**src/hw/cpps_regs.vh**
```
// Register map, field positions and encodings of the charger profile and pin status bank
`ifndef CPPS_REGS_VH
`define CPPS_REGS_VH

// ****************************************************************
// Register offsets
// ****************************************************************
`define CPPS_ADDR_PROFILE_ONE    8'h12
`define CPPS_ADDR_LEGACY         8'h13
`define CPPS_ADDR_PIN_STATE      8'h14

// ****************************************************************
// Profile status one fields
// ****************************************************************
`define CPPS_P1_PASSTHRU         0
`define CPPS_P1_CDP              1
`define CPPS_P1_DCP              2
`define CPPS_P1_CUSTOM           3
`define CPPS_P1_UNDERVOLT        4
`define CPPS_P1_NO_HANDSHAKE     7

// ****************************************************************
// Pin status fields
// ****************************************************************
`define CPPS_PIN_STATE_LSB       0
`define CPPS_PIN_POLARITY        2
`define CPPS_PIN_EMUL            3
`define CPPS_PIN_MODE1           4
`define CPPS_PIN_MODE2           5
`define CPPS_PIN_PORT_POWER_ENABLE          6

// ****************************************************************
// Power state encodings, accepted profile codes, reset byte and limit mode encodings
// ****************************************************************
`define CPPS_STATE_SLEEP         2'h0
`define CPPS_STATE_DETECT        2'h1
`define CPPS_STATE_ACTIVE        2'h2
`define CPPS_STATE_ERROR         2'h3

`define CPPS_PROF_CDP            4'h1
`define CPPS_PROF_DCP            4'h2
`define CPPS_PROF_CUSTOM         4'h3
`define CPPS_PROF_LEGACY_BASE    4'h8
`define CPPS_RESET_BYTE          8'h00
`define CPPS_LIMIT_TRIP          2'h0
`define CPPS_LIMIT_CONSTANT      2'h1

`endif

```
**src/hw/cpps_sync.v**
```verilog
// Two-stage synchroniser for a group of pin levels
`timescale 1ns/1ns
`default_nettype none

module cpps_sync
#(
    parameter WIDTH = 6
)
(
    // Clock and reset
    input  wire             ref_clk,
    input  wire             rst_b,
    // Asynchronous levels in, synchronised levels out
    input  wire [WIDTH-1:0] async_in,
    output reg  [WIDTH-1:0] sync_out
);

    reg [WIDTH-1:0] stage_one;

    // First stage feeds only the second stage
    always @(posedge ref_clk or negedge rst_b)
    begin
        if (!rst_b)
        begin
            stage_one <= {WIDTH{1'b0}};
            sync_out  <= {WIDTH{1'b0}};
        end
        else
        begin
            stage_one <= async_in;
            sync_out  <= stage_one;
        end
    end

endmodule

`default_nettype wire

```
**src/hw/cpps_status.v**
```verilog
// Charger profile and pin status register bank of a USB port power controller
// Function
// - Set the CDP bit when the device completes a CDP handshake; close data switch, trip limit.
// - Hold the pass-through bit while in pass-through or SDP active mode, trip limit, else clear.
// - Set the no-handshake flag at the end of each profile the device did not handshake with.
// - The no-handshake flag is never set together with profile status bits 3..0 or a legacy bit; undervoltage can be.
// - After removal then attach in the same mode, pass-through stays clear until mode one toggles.
// - Profile bits drive the data switch and limit mode outputs and are read back at profile status one.
// - Profile bits clear on power enable off, new active mode, or removal detection.
// - Legacy register bit 7 reads zero; bits 6..0 flag legacy profiles seven..one.
// - A legacy profile uses the charger switch bit for the data switch and custom limiting.
// - Pin status bits 6..3 mirror effective power enable, mode two, mode one, emulation enable.
// - The polarity pin is caught once after power-up and shown at pin status bit 2.
// - Pin status bits 1..0 follow the power state: sleep, detect, active, error.
// - Any host access wakes the device, so a read never returns the sleep code.
// - Set the DCP bit when the device accepts DCP; constant-current limit, switch from config.
// - The undervoltage bit follows the source supply below threshold and clears above it.
`timescale 1ns/1ns
`default_nettype none
`include "cpps_regs.vh"

module cpps_status
(
    // Clock and reset
    input  wire       ref_clk,
    input  wire       rst_b,
    // External control pins, asynchronous
    input  wire       port_power_enable_pin,
    input  wire       mode_select_first_pin,
    input  wire       mode_select_second_pin,
    input  wire       emulation_enable_pin,
    input  wire       polarity_select_pin,
    input  wire       source_undervoltage_pin,
    // Register overrides from the configuration bank
    input  wire       override_enable,
    input  wire       port_power_enable_set,
    input  wire       mode_select_first_set,
    input  wire       mode_select_second_set,
    input  wire       emulation_enable_set,
    input  wire       dedicated_charger_switch_close,
    input  wire       custom_switch_close,
    input  wire [1:0] custom_limit_mode,
    // Emulation engine events, one-cycle pulses, plus pass-through mode and power state levels
    input  wire       passthrough_mode,
    input  wire       profile_accepted,
    input  wire [3:0] profile_code,
    input  wire       profile_ended_no_handshake,
    input  wire       profile_applied,
    input  wire       removal_event,
    input  wire       new_active_mode,
    input  wire [1:0] power_state,
    // Register read port
    input  wire       host_access,
    input  wire [7:0] read_addr,
    output reg  [7:0] read_data,
    output reg        wake_request,
    // Switch steering outputs
    output reg        data_switch_close,
    output reg  [1:0] limit_mode
);

    // ****************************************************************
    // Pin synchronisation
    // ****************************************************************
    wire [5:0] pin_sync;
    reg        pw_en_eff;
    reg        m1_eff;
    reg        m2_eff;
    reg        em_eff;
    reg        m1_prev;
    reg        polarity;
    reg        polarity_caught;
    reg  [1:0] settle;
    reg        pt_blocked;
    reg        pt_seen;
    reg  [7:0] profile_one;
    reg  [7:0] legacy;
    reg  [7:0] next_read_data;
    reg        next_switch;
    reg  [1:0] next_limit;
    wire       pw_en_raw;
    wire       clear_all;
    wire       m1_toggle;
    wire [6:0] legacy_hit;

    // Pins pass two flops before any logic reads them
    cpps_sync
    #(
        .WIDTH (6)
    )
    u_sync
    (
        .ref_clk  (ref_clk),
        .rst_b    (rst_b),
        .async_in ({source_undervoltage_pin, polarity_select_pin, emulation_enable_pin,
                    mode_select_second_pin, mode_select_first_pin, port_power_enable_pin}),
        .sync_out (pin_sync)
    );

    // Power enable pin decoded with the caught polarity
    assign pw_en_raw = polarity ? pin_sync[0] : ~pin_sync[0];

    // Effective controls, pin or register override
    always @(posedge ref_clk or negedge rst_b)
    begin
        if (!rst_b)
        begin
            pw_en_eff <= 1'b0;
            m1_eff    <= 1'b0;
            m2_eff    <= 1'b0;
            em_eff    <= 1'b0;
            m1_prev   <= 1'b0;
        end
        else
        begin
            pw_en_eff <= override_enable ? port_power_enable_set  : pw_en_raw;
            m1_eff    <= override_enable ? mode_select_first_set  : pin_sync[1];
            m2_eff    <= override_enable ? mode_select_second_set : pin_sync[2];
            em_eff    <= override_enable ? emulation_enable_set   : pin_sync[3];
            m1_prev   <= m1_eff;
        end
    end

    // Polarity caught once, after the synchroniser has filled with the pin
    always @(posedge ref_clk or negedge rst_b)
    begin
        if (!rst_b)
        begin
            settle          <= 2'h0;
            polarity        <= 1'b1;
            polarity_caught <= 1'b0;
        end
        else
        begin
            settle <= {settle[0], 1'b1};
            if (settle[1] && !polarity_caught)
            begin
                polarity        <= pin_sync[4];
                polarity_caught <= 1'b1;
            end
        end
    end

    // ****************************************************************
    // Profile status
    // ****************************************************************
    // Power enable off, new mode or removal clears profile bits
    assign clear_all = ~pw_en_eff | new_active_mode | removal_event;
    assign m1_toggle = m1_eff ^ m1_prev;

    // Pass-through block after removal until mode one toggles
    always @(posedge ref_clk or negedge rst_b)
    begin
        if (!rst_b)
        begin
            pt_blocked <= 1'b0;
            pt_seen    <= 1'b0;
        end
        else
        begin
            if (removal_event && pt_seen && !new_active_mode)
            begin
                pt_blocked <= 1'b1;
            end
            else if (m1_toggle || new_active_mode)
            begin
                pt_blocked <= 1'b0;
                pt_seen    <= 1'b0;
            end
            else if (profile_one[`CPPS_P1_PASSTHRU])
            begin
                pt_seen <= 1'b1;
            end
        end
    end

    // Profile status one register
    always @(posedge ref_clk or negedge rst_b)
    begin
        if (!rst_b)
        begin
            profile_one <= `CPPS_RESET_BYTE;
        end
        else
        begin
            profile_one[`CPPS_P1_UNDERVOLT] <= pin_sync[5];
            profile_one[6:5] <= 2'h0;
            if (clear_all)
            begin
                profile_one[`CPPS_P1_PASSTHRU] <= 1'b0;
                profile_one[`CPPS_P1_CDP]      <= 1'b0;
                profile_one[`CPPS_P1_DCP]      <= 1'b0;
                profile_one[`CPPS_P1_CUSTOM]   <= 1'b0;
                profile_one[`CPPS_P1_NO_HANDSHAKE] <= 1'b0;
            end
            else if (profile_accepted)
            begin
                // Acceptance clears the no-handshake flag
                profile_one[`CPPS_P1_NO_HANDSHAKE] <= 1'b0;
                if (profile_code == `CPPS_PROF_CDP)
                    profile_one[`CPPS_P1_CDP] <= 1'b1;
                if (profile_code == `CPPS_PROF_DCP)
                    profile_one[`CPPS_P1_DCP] <= 1'b1;
                if (profile_code == `CPPS_PROF_CUSTOM)
                    profile_one[`CPPS_P1_CUSTOM] <= 1'b1;
            end
            else
            begin
                profile_one[`CPPS_P1_PASSTHRU] <= passthrough_mode & ~pt_blocked;
                if (profile_ended_no_handshake && !(|profile_one[3:0]) && !(|legacy) &&
                    !(passthrough_mode && !pt_blocked))
                    profile_one[`CPPS_P1_NO_HANDSHAKE] <= 1'b1;
                else if (profile_applied || passthrough_mode)
                    profile_one[`CPPS_P1_NO_HANDSHAKE] <= 1'b0;
            end
        end
    end

    // Legacy profile bits, one per profile
    genvar gi;
    generate
        for (gi = 0; gi < 7; gi = gi + 1)
        begin : g_legacy
            localparam [31:0] LEGACY_CODE = `CPPS_PROF_LEGACY_BASE + gi;
            assign legacy_hit[gi] = profile_accepted &&
                (profile_code == LEGACY_CODE[3:0]);
            always @(posedge ref_clk or negedge rst_b)
            begin
                if (!rst_b)
                    legacy[gi] <= 1'b0;
                else if (clear_all)
                    legacy[gi] <= 1'b0;
                else if (legacy_hit[gi])
                    legacy[gi] <= 1'b1;
            end
        end
    endgenerate

    // Unimplemented top bit of the legacy register
    always @(posedge ref_clk or negedge rst_b)
    begin
        if (!rst_b)
            legacy[7] <= 1'b0;
        else
            legacy[7] <= 1'b0;
    end

    // ****************************************************************
    // Switch steering, independent of alert and attach logic
    // ****************************************************************
    always @*
    begin
        next_switch = 1'b0;
        next_limit  = `CPPS_LIMIT_TRIP;
        if (|legacy[6:0])
        begin
            next_switch = dedicated_charger_switch_close;
            next_limit  = custom_limit_mode;
        end
        else if (profile_one[`CPPS_P1_CUSTOM])
        begin
            next_switch = custom_switch_close;
            next_limit  = custom_limit_mode;
        end
        else if (profile_one[`CPPS_P1_DCP])
        begin
            next_switch = dedicated_charger_switch_close;
            next_limit  = `CPPS_LIMIT_CONSTANT;
        end
        else if (profile_one[`CPPS_P1_CDP] || profile_one[`CPPS_P1_PASSTHRU])
        begin
            next_switch = 1'b1;
            next_limit  = `CPPS_LIMIT_TRIP;
        end
    end

    always @(posedge ref_clk or negedge rst_b)
    begin
        if (!rst_b)
        begin
            data_switch_close <= 1'b0;
            limit_mode        <= `CPPS_LIMIT_TRIP;
        end
        else
        begin
            data_switch_close <= next_switch;
            limit_mode        <= next_limit;
        end
    end

    // ****************************************************************
    // Read port, no side effects
    // ****************************************************************
    always @*
    begin
        next_read_data = `CPPS_RESET_BYTE;
        case (read_addr)
            `CPPS_ADDR_PROFILE_ONE: next_read_data = profile_one;
            `CPPS_ADDR_LEGACY:      next_read_data = legacy;
            `CPPS_ADDR_PIN_STATE:
            begin
                next_read_data[`CPPS_PIN_PORT_POWER_ENABLE] = pw_en_eff;
                next_read_data[`CPPS_PIN_MODE2]  = m2_eff;
                next_read_data[`CPPS_PIN_MODE1]  = m1_eff;
                next_read_data[`CPPS_PIN_EMUL]   = em_eff;
                next_read_data[`CPPS_PIN_POLARITY] = polarity;
                // Access wakes the part, sleep code never returned
                next_read_data[1:0] = (power_state == `CPPS_STATE_SLEEP) ?
                                      `CPPS_STATE_DETECT : power_state;
            end
            default: next_read_data = `CPPS_RESET_BYTE;
        endcase
    end

    always @(posedge ref_clk or negedge rst_b)
    begin
        if (!rst_b)
        begin
            read_data    <= `CPPS_RESET_BYTE;
            wake_request <= 1'b0;
        end
        else
        begin
            read_data    <= next_read_data;
            wake_request <= host_access;
        end
    end

endmodule

`default_nettype wire

```
**config.mk**
```make
export PLATFORM = sky130hd
export DESIGN_NAME = cpps_status
export DESIGN_NICKNAME = d
export VERILOG_FILES = /design/src/hw/cpps_sync.v /design/src/hw/cpps_status.v
export VERILOG_INCLUDE_DIRS = /design/src /design/src/hw
export SDC_FILE = /design/constraint.sdc
export NUM_CORES = 1
export LEC_CHECK = 0
export ABC_CLOCK_PERIOD_IN_PS = 1200
export BUFFER_PORTS_ARGS = -buffer_cell sky130_fd_sc_hd__clkbuf_2
export CORE_MARGIN = 2
export CORE_UTILIZATION = 46
export DETAILED_ROUTE_END_ITERATION = 16
export GPL_TIMING_DRIVEN = 0
export PLACE_DENSITY = 0.76
export SLEW_MARGIN = 5
export SYNTH_ARGS = -nofsm -noshare
export SYNTH_HDL_FRONTEND = slang
export SYNTH_SLANG_ARGS = --single-unit
```
**constraint.sdc**
```tcl
create_clock -name ref_clk -period 1.2 [get_ports ref_clk]
set_input_delay 0.06 -clock ref_clk [delete_from_list [all_inputs] [get_ports ref_clk]]
set_output_delay 0.06 -clock ref_clk [all_outputs]
set_load 0.005 [all_outputs]
```
==> results of run 1 <==
==> final cells by class <==
class	instances	share of cell area
sequential	48	0.4868
multi-input combinational	101	0.2710
timing repair buffer	65	0.1641
clock buffer	6	0.03343
tap	50	0.02533
buffer	6	0.01368
clock inverter	2	0.005572
==> per-stage QoR <==
stage,instances,cell area (um^2),setup TNS (ns),util,setup WS (ns)
floorplan,155,1892,-0.03820,-,-0.03820
global placement,253,2195,-0.1875,0.5526,-0.1356
detailed placement,253,2195,-0.2343,0.5526,-0.1349
CTS,277,2457,-0.2282,0.6188,-0.1278
global route,278,2470,-0.4756,0.6219,-0.1825
finish,278,2470,-0.2316,0.6219,-0.1146
==> report_power, final <==
group / internal, uW / leakage (uW) / switching [uW]
combinational: 137 / 0.000523 / 125
sequential: 1670 / 0.000613 / 24.1
clock: 471 / 0.0000516 / 530
==> cell usage in the layout (no fill, tap or decap), types with 5 or more instances in the layout <==
cell type and count:
dfrtp_1 47, clkbuf_8 6, nor2_1 15, nor2b_1 6, nand3_1 8, nand2_1 7
a21oi_1 16, mux2_2 5, and3b_1 9, clkbuf_2 49, dlygate4sd3_1 15
==> registers in the layout (all words and copies together), names as in the netlist <==
name / count
em_eff: 1
read_data: 8
settle: 2
data_switch_close: 1
profile_one: 6
polarity_caught: 1
pt_blocked: 1
m2_eff: 1
u_sync.stage_one: 6
m1_eff: 1
limit_mode: 2
m1_prev: 1
pw_en_eff: 1
wake_request: 1
pt_seen: 1
u_sync.sync_out: 6
legacy: 7
polarity: 1
==> kinds of logic after synthesis <==
kind of cell	count (synthesis)
muxes	6
xor gates and xnor gates	2
and+or+nand+nor	62
buffers and inverters	6
other	1
AOI/OAI and AO/OA	30
DFF	48
==> routing by layer <==
metal | vias up | GRT usage | wire (um)
met3 | 6 | 0.06414 | 158
li1 | 687 | - | -
met4 | 0 | 0.08250 | 87
met5 | - | 0 | 0
met2 | 33 | 0.3216 | 1901
met1 | 642 | 0.2318 | 1579
==> critical path, stage by stage, from the launching register on <==
cell and delay (ns):
dfrtp_1 0.43, nor4_4 0.38, nand2_2 0.10, mux2_4 0.30
==> repair_timing <==
item                                    in CTS  in global routing
cloned                                       0                  0
pin swaps                                    1                  3
hold buffers                                15                  0
setup buffers                                1                  1
endpoints found under the setup margin       3                 11
gates resized for setup                      1                  3
hold endpoints to repair                    16                  0
==> path summary, 6_finish.rpt <==
| check | cells after the start | slack (ns) | endpoint |
|---|---|---|---|
| min in group ref_clk | 3 | 0.02 | pt_blocked |
| max | 3 | -0.11 | limit_mode[0] |
| max in group asynchronous | 1 | 0.54 | read_data[3] |
| max reg2reg | 3 | -0.11 | limit_mode[0] |
| min reg2reg | 0 | 0.35 | u_sync.sync_out[3] |
| min | 1 | -0.04 | settle[0] |
==> results.md, run 1 <==
* Status: finished, violations left
* Failing checks: hold timing, setup timing
* Synth top area share at 0.6217
* Initial antenna violation count at 0
* CTS Sinks at 48
* Share of post-route cells with drive strength above 1 at 0.3377
* Achievable clock frequency at 760.7 MHz
* Synth area leader: dfrtp_1
* Relative slew margins at 0.2507
* Chip width at 68.13 um
* Via count at approximately 1400
* Number of core rows at 23
* Ranking of synthesized cells by area: dfrtp_1 (62%), a21oi_1 (4.5%), and3b_1 (4.2%)
* Worst vdd ir at 0.001036 V
* Largest family of logic cells by synthesized area: simple AND/OR/NAND/NOR gates
* Initial Util at 0.4764
* Unique masters post-synth at 38
* Count leader, synth: dfrtp_1
* Slew at the pin closest to its max-slew limit at 1.124 ns
* Pwr dens at 1198 nW/um^2
* Clock buffer count from CTS at 5
* Wire length per cell at 13.40 um
* Synth Area in Compound Gates at 0.09061
* DR iter-0 viols at approximately 170
* Footprint of the multi-input gates at 669.4 um^2
* Post-synthesis sequential area ratio at 0.6356
* EDFF count, synth at 0
* Global route overflow at 0
* Total power at 2958 uW
* Worst Setup SP: legacy[5]
* Worst-Skew Late Latency at 0.30 ns
* GRT Util Overall at 0.1943
* Hold Vio Cnt, Final at 47
* Vias in the first global route at 1401
* Area Growth Syn to Fin at 30.56%
* Post-synth ARST share at 1.000
* Adder-cell share of the synthesized area at 0
* Post-DRT Antenna Nets at 0
* Max_cap viols at 0
* Hold slack at -0.03968 ns
* 1st-pass router iterations at 4
* Final setup viols at 3
* CTS tree: yes
* Leakage power at 0.001187 uW
* Mux share of post-synthesis cell area at 0.03770
* Max Fanout on Critical Path at 3
* Hpwl dp at 2656 um
* Ratio of final minimum period to clock period at 1.095
* Setup crit start kind: flip-flop
* Avg Inst Size Synth at 12.21 um^2
* Post-Syn Area at 1892 um^2
* Max Slew Vio Count at 0
* Mapped Nets at 193
* Cell count after synthesis at 155
* PortBufs at 48
* First-pass GRT wire length at 6410 um
* Mean number of vias per cell at roughly 4.9
* Synth Flop Type: dfrtp_1
* Critical Path RT at approximately 1.4 ns
* CP endpoint kind: flip-flop
* Unrepaired setup endpoints after global routing: yes
* Syn. warnings at 0
* Clock transition at path regs at 0.09 ns
* Final nets at 265
* Largest net degree at the start of global routing at 49
* Ant diodes at 0
* Post-synthesis xor/xnor area fraction at 0.009259
* Die ar. at between 4000 and 5000 um^2
* Tmin final at 1.315 ns
* Clk buf depth at 2
* Commonest cells in the netlist: dfrtp_1 (47), a21oi_1 (17), nor2_1 (15)
* Simple-Gate Fraction of Synth Area at 0.2077
* Layout Skew at between 0.01 and 0.015 ns
* WL final at around 3700 um
* Final worst slack at -0.1146 ns
* Final GP Congestion at ~0.82
* CTS root buf: clkbuf_8
* Hold Crit Class: in -> async
* H-tree levels at 2
* Post-route DRC at 0
* CORE AREA at 3971 um^2
* IO Count at 50
* #FFs+latches synth at 48
* Worst Path Arrival at 1.51 ns
* WS Path Type: reg -> reg
* Storage element area at 1202 um^2
* Die Span Y at roughly 68 um
* Reg2reg start: legacy[5]
* Number of fill cells at roughly 330
Power figures use the tool's default switching activity.
==> run 2: changes to the inputs <==
==> constraint.sdc (replaced) <==
create_clock -name ref_clk -period 1.2 [get_ports ref_clk]
set_input_delay 0.24 -clock ref_clk [delete_from_list [all_inputs] [get_ports ref_clk]]
set_output_delay 0.24 -clock ref_clk [all_outputs]
set_load 0.005 [all_outputs]
==> run 2 against run 1 <==
The flow finishes with violations (setup timing). Utilization shrank 3.8 points. Critical path depth is the same. First-iteration DRC count shrank 13%. Non-clock buffer count shrank 15. Final area shrank 6.1%. Sequential cell count is the same. Power shrank 1.4%. Cell count shrank 5.4%. Die area is the same. Sequential share of layout area grew 3.2 points. Largest cell class unchanged. Clock power is essentially flat. Critical endpoint unchanged.
==> results.md, run 2 (synthesis results as in run 1) <==
* Sw power at 668.7 uW (was 678.7 uW)
* Ant diodes at 0 (unchanged)
* Failing checks: setup timing (was hold timing, setup timing)
* Area Growth Syn to Fin at 22.62% (was 30.56%)
* Placed cells at 253 (unchanged)
* GRT Util Overall at 0.1872 (was 0.1943)
* WL final at 3562 um (was 3726 um)
* Biggest regs: read_data x8, legacy x7 (unchanged)
* CTS root buf: clkbuf_8 (unchanged)
* WS Path Type: reg -> reg (unchanged)
* Max_cap viols at 0 (unchanged)
* Fin area at 2320 um^2 (was 2470 um^2)
* Max Slew Vio Count at 0 (unchanged)
* Hold Vio Cnt, Final at 0 (was 47)
* Sequential power share at 0.581 (was 0.573)
* Clock buffer count from CTS at 5 (unchanged)
* Worst setup endpoint: limit_mode[0] (unchanged)
* Ratio of final minimum period to clock period at 1.095 (about the same)
* Pwr dens at 1257 nW/um^2 (was 1198 nW/um^2)
* Die Span Y at 68.13 um (unchanged)
* Leakage power at 0.001125 uW (was 0.001187 uW)
* Achievable clock frequency at 761.1 MHz (was 760.7 MHz)
* Max Fanout on Critical Path at 3 (unchanged)
* Post-route DRC at 0 (unchanged)
* Internal at 2248 uW (was 2279 uW)
* CTS tree: yes (unchanged)
* Worst vdd ir at 0.001030 V (was 0.001036 V)
* Unrepaired setup endpoints after global routing: yes (unchanged)
* Status: finished, violations left (unchanged)
* Post-DRT Antenna Nets at 0 (unchanged)
* Critical Path RT at 1.40 ns (about the same)
* Hold Crit Class: in -> reg (was in -> async)
* Worst Path Arrival at 1.51 ns (about the same)
* Largest register FFs at 8 (unchanged)
* Most common cell after layout, fill and taps aside: clkbuf_2 (unchanged)
* Final setup viols at 3 (unchanged)
* Via count at 1324 (was 1368)
* Reg-to-reg slack, setup at -0.11 ns (about the same)
* Clk buf depth at 2 (unchanged)
* H-tree levels at 2 (unchanged)
* Final cell count without fillers at 263 (was 278)
* Clock transition at path regs at 0.09 ns (about the same)
* Most flop-heavy register: read_data (unchanged)
* Final GP Congestion at 0.8225 (unchanged)
* FF-to-FF path depth at 3 (unchanged)
* Metal2 WL at 1847 um (was 1901 um)
* IO Count at 50 (unchanged)
* Relative slew margins at 0.2510 (was 0.2507)
* DR iter-0 viols at 145 (was 166)
* Final Core Density at 0.5841 (was 0.6219)
* Number of core rows at 23 (unchanged)
* Reg2reg end: limit_mode[0] (unchanged)
* Mean number of vias per cell at 5.034 (was 4.921)
* Commonest cells after routing, fill and taps aside: clkbuf_2 (49), dfrtp_1 (47), a21oi_1 (16), nor2_1 (15), and3b_1 (9) (was clkbuf_2 (49), dfrtp_1 (47), a21oi_1 (16), nor2_1 (15), dlygate4sd3_1 (15))
* Initial antenna violation count at 0 (unchanged)
* Chip width at 68.13 um (unchanged)
* Setup tns final at -0.2287 ns (was -0.2316 ns)
* PortBufs at 48 (unchanged)
* Hold_buf cts at 0 (was 15)
* First-pass GRT wire length at 6141 um (was 6410 um)
* Switching share of total power at 0.2293 (was 0.2295)
* CTS Sinks at 48 (unchanged)
* Largest net degree at the start of global routing at 49 (unchanged)
* Layout Skew at 0.009389 ns (was 0.01064 ns)
* Share of post-route cells with drive strength above 1 at 0.3615 (was 0.3377)
* Die ar. at 4642 um^2 (unchanged)
* Top sig layer: met4 (unchanged)
* CP endpoint kind: flip-flop (unchanged)
* Power share of the clock group at 0.342 (was 0.338)
* Met3 Wirelength at 169 um (was 158 um)
* Initial Util at 0.4764 (unchanged)
* Hpwl dp at 2656 um (unchanged)
* Setup crit start kind: flip-flop (unchanged)
* Final worst slack at -0.1139 ns (was -0.1146 ns)
* Slew at the pin closest to its max-slew limit at 1.124 ns (about the same)
* Reg2reg start: legacy[5] (unchanged)
* Vias in the first global route at 1327 (was 1401)
* Final nets at 250 (was 265)
* M1 WL at 1500 um (was 1579 um)
* 1st-pass router iterations at 4 (unchanged)
* Global route overflow at 0 (unchanged)
* Wire length per cell at 13.54 um (was 13.40 um)
* Logic pwr share at 0.077 (was 0.089)
* Tmin final at 1.314 ns (was 1.315 ns)
* Post-place instance area at 2195 um^2 (unchanged)
* Worst Setup SP: legacy[5] (unchanged)
* CORE AREA at 3971 um^2 (unchanged)
* Worst-Skew Late Latency at 0.30 ns (about the same)
==> run 2: cell count changes in the layout (fill, tap and decap cells not counted) <==
cell | before | now
dlygate4sd3_1 | 15 | 0
==> run 2: power groups by stage <==
stage / sequential, uW / combinational, uW / clock [uW]
after CTS: 1700 / 226 / 1040
after floorplan: 1720 / 100 / 0
after detailed placement: 1730 / 224 / 0
after global placement: 1730 / 220 / 0
after global routing: 1700 / 254 / 1110
final: 1690 / 224 / 998
==> run 2: worst max-delay path, cell delays in order (launching register included) <==
cell,delay (ns)
dfrtp_1,0.43
nor4_4,0.38
nand2_2,0.10
mux2_4,0.30
==> run 2: through the flow <==
stage | setup slack [ns] | power [uW] | hold WS [ns]
6_report | -0.1139 | 2916 | 0.03917
4_1_cts | -0.1278 | 2959 | 0.02657
2_1_floorplan | -0.03820 | 1820 | -0.05559
3_3_place_gp | -0.1356 | 1945 | 0.3318
3_5_place_dp | -0.1349 | 1953 | 0.3347
5_1_grt | -0.1825 | 3068 | 0.01411
==> run 2: worst min path at each step <==
stage | from | endpoint | slack, ns | cells past startpoint
after floorplan | rst_b | data_switch_close | -0.06 | 0
after global placement | settle[0] | settle[1] | 0.33 | 0
after detailed placement | u_sync.stage_one[3] | u_sync.sync_out[3] | 0.33 | 0
after CTS | mode_select_second_pin | u_sync.stage_one[2] | 0.03 | 1
after global routing | mode_select_second_pin | u_sync.stage_one[2] | 0.01 | 1
final | mode_select_second_pin | u_sync.stage_one[2] | 0.04 | 1
==> run 2: final cells by class <==
class,instances,area (um^2)
buffer,6,33.78
clock buffer,6,82.58
clock inverter,2,13.76
fill,347,1652
multi-input combinational,101,669.4
sequential,48,1202
tap,50,62.56
timing repair buffer,50,255.2
==> run 2: metal layers <==
layer  track usage  up-vias
met5             0        -
met4       0.06750        0
met3       0.06414        4
met2        0.3119       33
met1        0.2252      631
li1              -      656
==> run 2: repair_timing <==
action                                  in CTS  in global routing
endpoints found under the setup margin       3                 10
buffers inserted                             1                  1
gates resized for setup                      1                  3
pin swaps                                    1                  3
==> run 3: changes to the inputs <==
--- a/config.mk
+++ b/config.mk
@@ -6,13 +6,13 @@
 export SDC_FILE = /design/constraint.sdc
 export NUM_CORES = 1
 export LEC_CHECK = 0
-export ABC_CLOCK_PERIOD_IN_PS = 1200
+export ABC_CLOCK_PERIOD_IN_PS = 1300
 export BUFFER_PORTS_ARGS = -buffer_cell sky130_fd_sc_hd__clkbuf_2
 export CORE_MARGIN = 2
-export CORE_UTILIZATION = 46
+export CORE_UTILIZATION = 51
 export DETAILED_ROUTE_END_ITERATION = 16
 export GPL_TIMING_DRIVEN = 0
-export PLACE_DENSITY = 0.76
+export PLACE_DENSITY = 0.8
 export SLEW_MARGIN = 5
 export SYNTH_ARGS = -nofsm -noshare
 export SYNTH_HDL_FRONTEND = slang
==> constraint.sdc (replaced) <==
create_clock -name ref_clk -period 1.3 [get_ports ref_clk]
set_input_delay 0.26 -clock ref_clk [delete_from_list [all_inputs] [get_ports ref_clk]]
set_output_delay 0.26 -clock ref_clk [all_outputs]
set_load 0.005 [all_outputs]
==> run 3 against run 2 <==
The run ends with hold timing, setup timing left. Count of clock-buffer cells in the layout grew 1. Critical path depth is the same. Register-to-register slack gained 0.097 ns. Critical endpoint unchanged. Worst setup slack gained 0.097 ns. Global-route usage shrank 0.45 points. Clock skew shrank 0.0040 ns. Combinational power shrank 2%. Routed wire length grew 0.62%.
==> results.md, run 3 (synthesis results as in run 1) <==
* Status: finished, violations left (unchanged)
* Failing checks: hold timing, setup timing (was setup timing)
* GRT Util Overall at 0.1827 (was 0.1872)
* Final setup viols at 1 (was 3)
* Logic pwr share at 0.076 (was 0.077)
* Die Span Y at 64.91 um (was 68.13 um)
* Internal at 2326 uW (was 2248 uW)
* Clock buffer count from CTS at 5 (unchanged)
* Most common cell after layout, fill and taps aside: clkbuf_2 (unchanged)
* Initial antenna violation count at 0 (unchanged)
* Sw power at 568.8 uW (was 668.7 uW)
* Share of post-route cells with drive strength above 1 at 0.3796 (was 0.3615)
* Clk buf depth at 2 (unchanged)
* Switching share of total power at 0.1965 (was 0.2293)
* Vias in the first global route at 1307 (was 1327)
* H-tree levels at 2 (unchanged)
* IO Count at 50 (unchanged)
* Reg2reg start: profile_one[3] (was legacy[5])
* Unrepaired setup endpoints after global routing: yes (unchanged)
* Hold Vio Cnt, Final at 21 (was 0)
* Worst vdd ir at 0.0006391 V (was 0.001030 V)
* Setup tns final at -0.01658 ns (was -0.2287 ns)
* Hold Crit Class: in -> async (was in -> reg)
* CORE AREA at 3606 um^2 (was 3971 um^2)
* Worst Setup SP: profile_one[3] (was legacy[5])
* Area Growth Syn to Fin at 26.45% (was 22.62%)
* Hold slack at -0.03267 ns (was 0.03917 ns)
* CTS tree: yes (unchanged)
* Largest register FFs at 8 (unchanged)
* Pwr dens at 1210 nW/um^2 (was 1257 nW/um^2)
* WS Path Type: reg -> reg (unchanged)
* Final Core Density at 0.6634 (was 0.5841)
* Critical path's slowest cell: dfrtp_2 (was dfrtp_1)
* Final worst slack at -0.01658 ns (was -0.1139 ns)
* Layout Skew at 0.005366 ns (was 0.009389 ns)
* Post-route DRC at 0 (unchanged)
* Biggest regs: read_data x8, legacy x7 (unchanged)
* Clock transition at path regs at 0.08 ns (was 0.09 ns)
* CP Buf/Inv Count at 0 (unchanged)
* FF-to-FF path depth at 3 (unchanged)
* Global route overflow at 0 (unchanged)
* Tmin final at 1.317 ns (was 1.314 ns)
* Mean number of vias per cell at 5.133 (was 5.034)
* Via count at 1355 (was 1324)
* CP endpoint kind: flip-flop (unchanged)
* Final nets at 253 (was 250)
* Critical Path RT at 1.48 ns (was 1.40 ns)
* CTS Sinks at 48 (unchanged)
* Sequential power share at 0.541 (was 0.581)
* Power share of the clock group at 0.384 (was 0.342)
* Die ar. at 4213 um^2 (was 4642 um^2)
* First-pass GRT wire length at 5823 um (was 6141 um)
* Chip width at 64.91 um (was 68.13 um)
* Commonest cells after routing, fill and taps aside: clkbuf_2 (48), dfrtp_1 (44), a21oi_1 (16), nor2_1 (15), and3b_1 (9) (was clkbuf_2 (49), dfrtp_1 (47), a21oi_1 (16), nor2_1 (15), and3b_1 (9))
* Crit-path cells: nor4_4 > nand2_2 > mux2_4 (unchanged)
* Max Fanout on Critical Path at 4 (was 3)
* Final GP Congestion at 0.9217 (was 0.8225)
* Crit path largest cell delay at 0.44 ns (was 0.43 ns)
* Leakage power at 0.001154 uW (was 0.001125 uW)
* Worst-Skew Late Latency at 0.29 ns (was 0.30 ns)
* PortBufs at 48 (unchanged)
* Hold_buf cts at 0 (unchanged)
* Place WS at -0.03184 ns (was -0.1349 ns)
* Ant diodes at 0 (unchanged)
* Hpwl dp at 2467 um (was 2656 um)
* Reg-to-reg slack, setup at -0.02 ns (was -0.11 ns)
* Max_cap viols at 0 (unchanged)
* CP top delay family: simple AND/OR/NAND/NOR gates (unchanged)
* Wire length per cell at 13.58 um (was 13.54 um)
* Most flop-heavy register: read_data (unchanged)
* Largest net degree at the start of global routing at 49 (unchanged)
* Ratio of final minimum period to clock period at 1.013 (was 1.095)
* Number of core rows at 22 (was 23)
* Reg2reg end: limit_mode[0] (unchanged)
* Post-DRT Antenna Nets at 0 (unchanged)
* CTS root buf: clkbuf_8 (unchanged)
* Max Slew Vio Count at 0 (unchanged)
* Setup crit start kind: flip-flop (unchanged)
* Relative slew margins at 0.6017 (was 0.2510)
* WL final at 3584 um (was 3562 um)
* Worst Path Arrival at 1.49 ns (was 1.51 ns)
* 1st-pass router iterations at 4 (unchanged)
* Initial Util at 0.5246 (was 0.4764)
* DR iter-0 viols at 78 (was 145)
* Slew at the pin closest to its max-slew limit at 0.5974 ns (was 1.124 ns)
* Achievable clock frequency at 759.5 MHz (was 761.1 MHz)
run 3: worst max path at each step:
stage | to | slack (ns) | depth (start not counted)
final | limit_mode[0] | -0.02 | 3
after global routing | limit_mode[0] | -0.07 | 3
after CTS | limit_mode[0] | 0.02 | 3
after detailed placement | limit_mode[0] | -0.03 | 3
after global placement | limit_mode[0] | -0.03 | 3
after floorplan | limit_mode[0] | 0.06 | 3
run 3: worst reg2reg max path: cells and delay by family (launching register included):
kind	cells	cell delay [ns]
multiplexers	1	0.30
AND/OR/NAND/NOR	2	0.46
flip-flops	1	0.44
run 3: layout make-up:
type / count / area [um^2]
Clock inverter: 1 / 30.03
Multi-Input combinational cell: 101 / 669.4
Clock buffer: 7 / 96.34
Timing Repair Buffer: 53 / 297.8
Fill cell: 269 / 1214
Sequential cell: 48 / 1206
Tap cell: 48 / 60.06
Buffer: 6 / 32.53
run 3: metal layers:
metal,GRT usage,up-vias,wire length (um)
li1,-,655,-
met5,0,-,0
met3,0.02604,4,236
met1,0.2570,635,1574
met4,0.08245,0,35
met2,0.2822,61,1737
run 3: repair_timing:
item / 4_1_cts / 5_1_grt
endpoints found under the setup margin: 1 / 3
pin swaps: 1 / 3
gates cloned: 0 / 0
setup buffers: 2 / 2
resized for setup: 1 / 4
run 3: stage by stage:
stage	hold WS, ns	total power [uW]	instance area (um^2)	cells
6_report	-0.03267	2895	2392	264
5_1_grt	0.002814	3026	2392	264
3_5_place_dp	0.3347	1801	2192	251
4_1_cts	0.06570	2915	2342	261
2_1_floorplan	-0.03559	1680	1892	155
3_3_place_gp	0.3313	1796	2192	251
run 3: power groups by stage:
| stage | sequential (uW) | clock (uW) | combinational, uW |
|---|---|---|---|
| 2_1_floorplan | 1590 | 0 | 92.5 |
| 3_3_place_gp | 1590 | 0 | 203 |
| 3_5_place_dp | 1590 | 0 | 206 |
| 4_1_cts | 1560 | 1140 | 210 |
| 5_1_grt | 1570 | 1210 | 246 |
| 6_report | 1570 | 1110 | 219 |
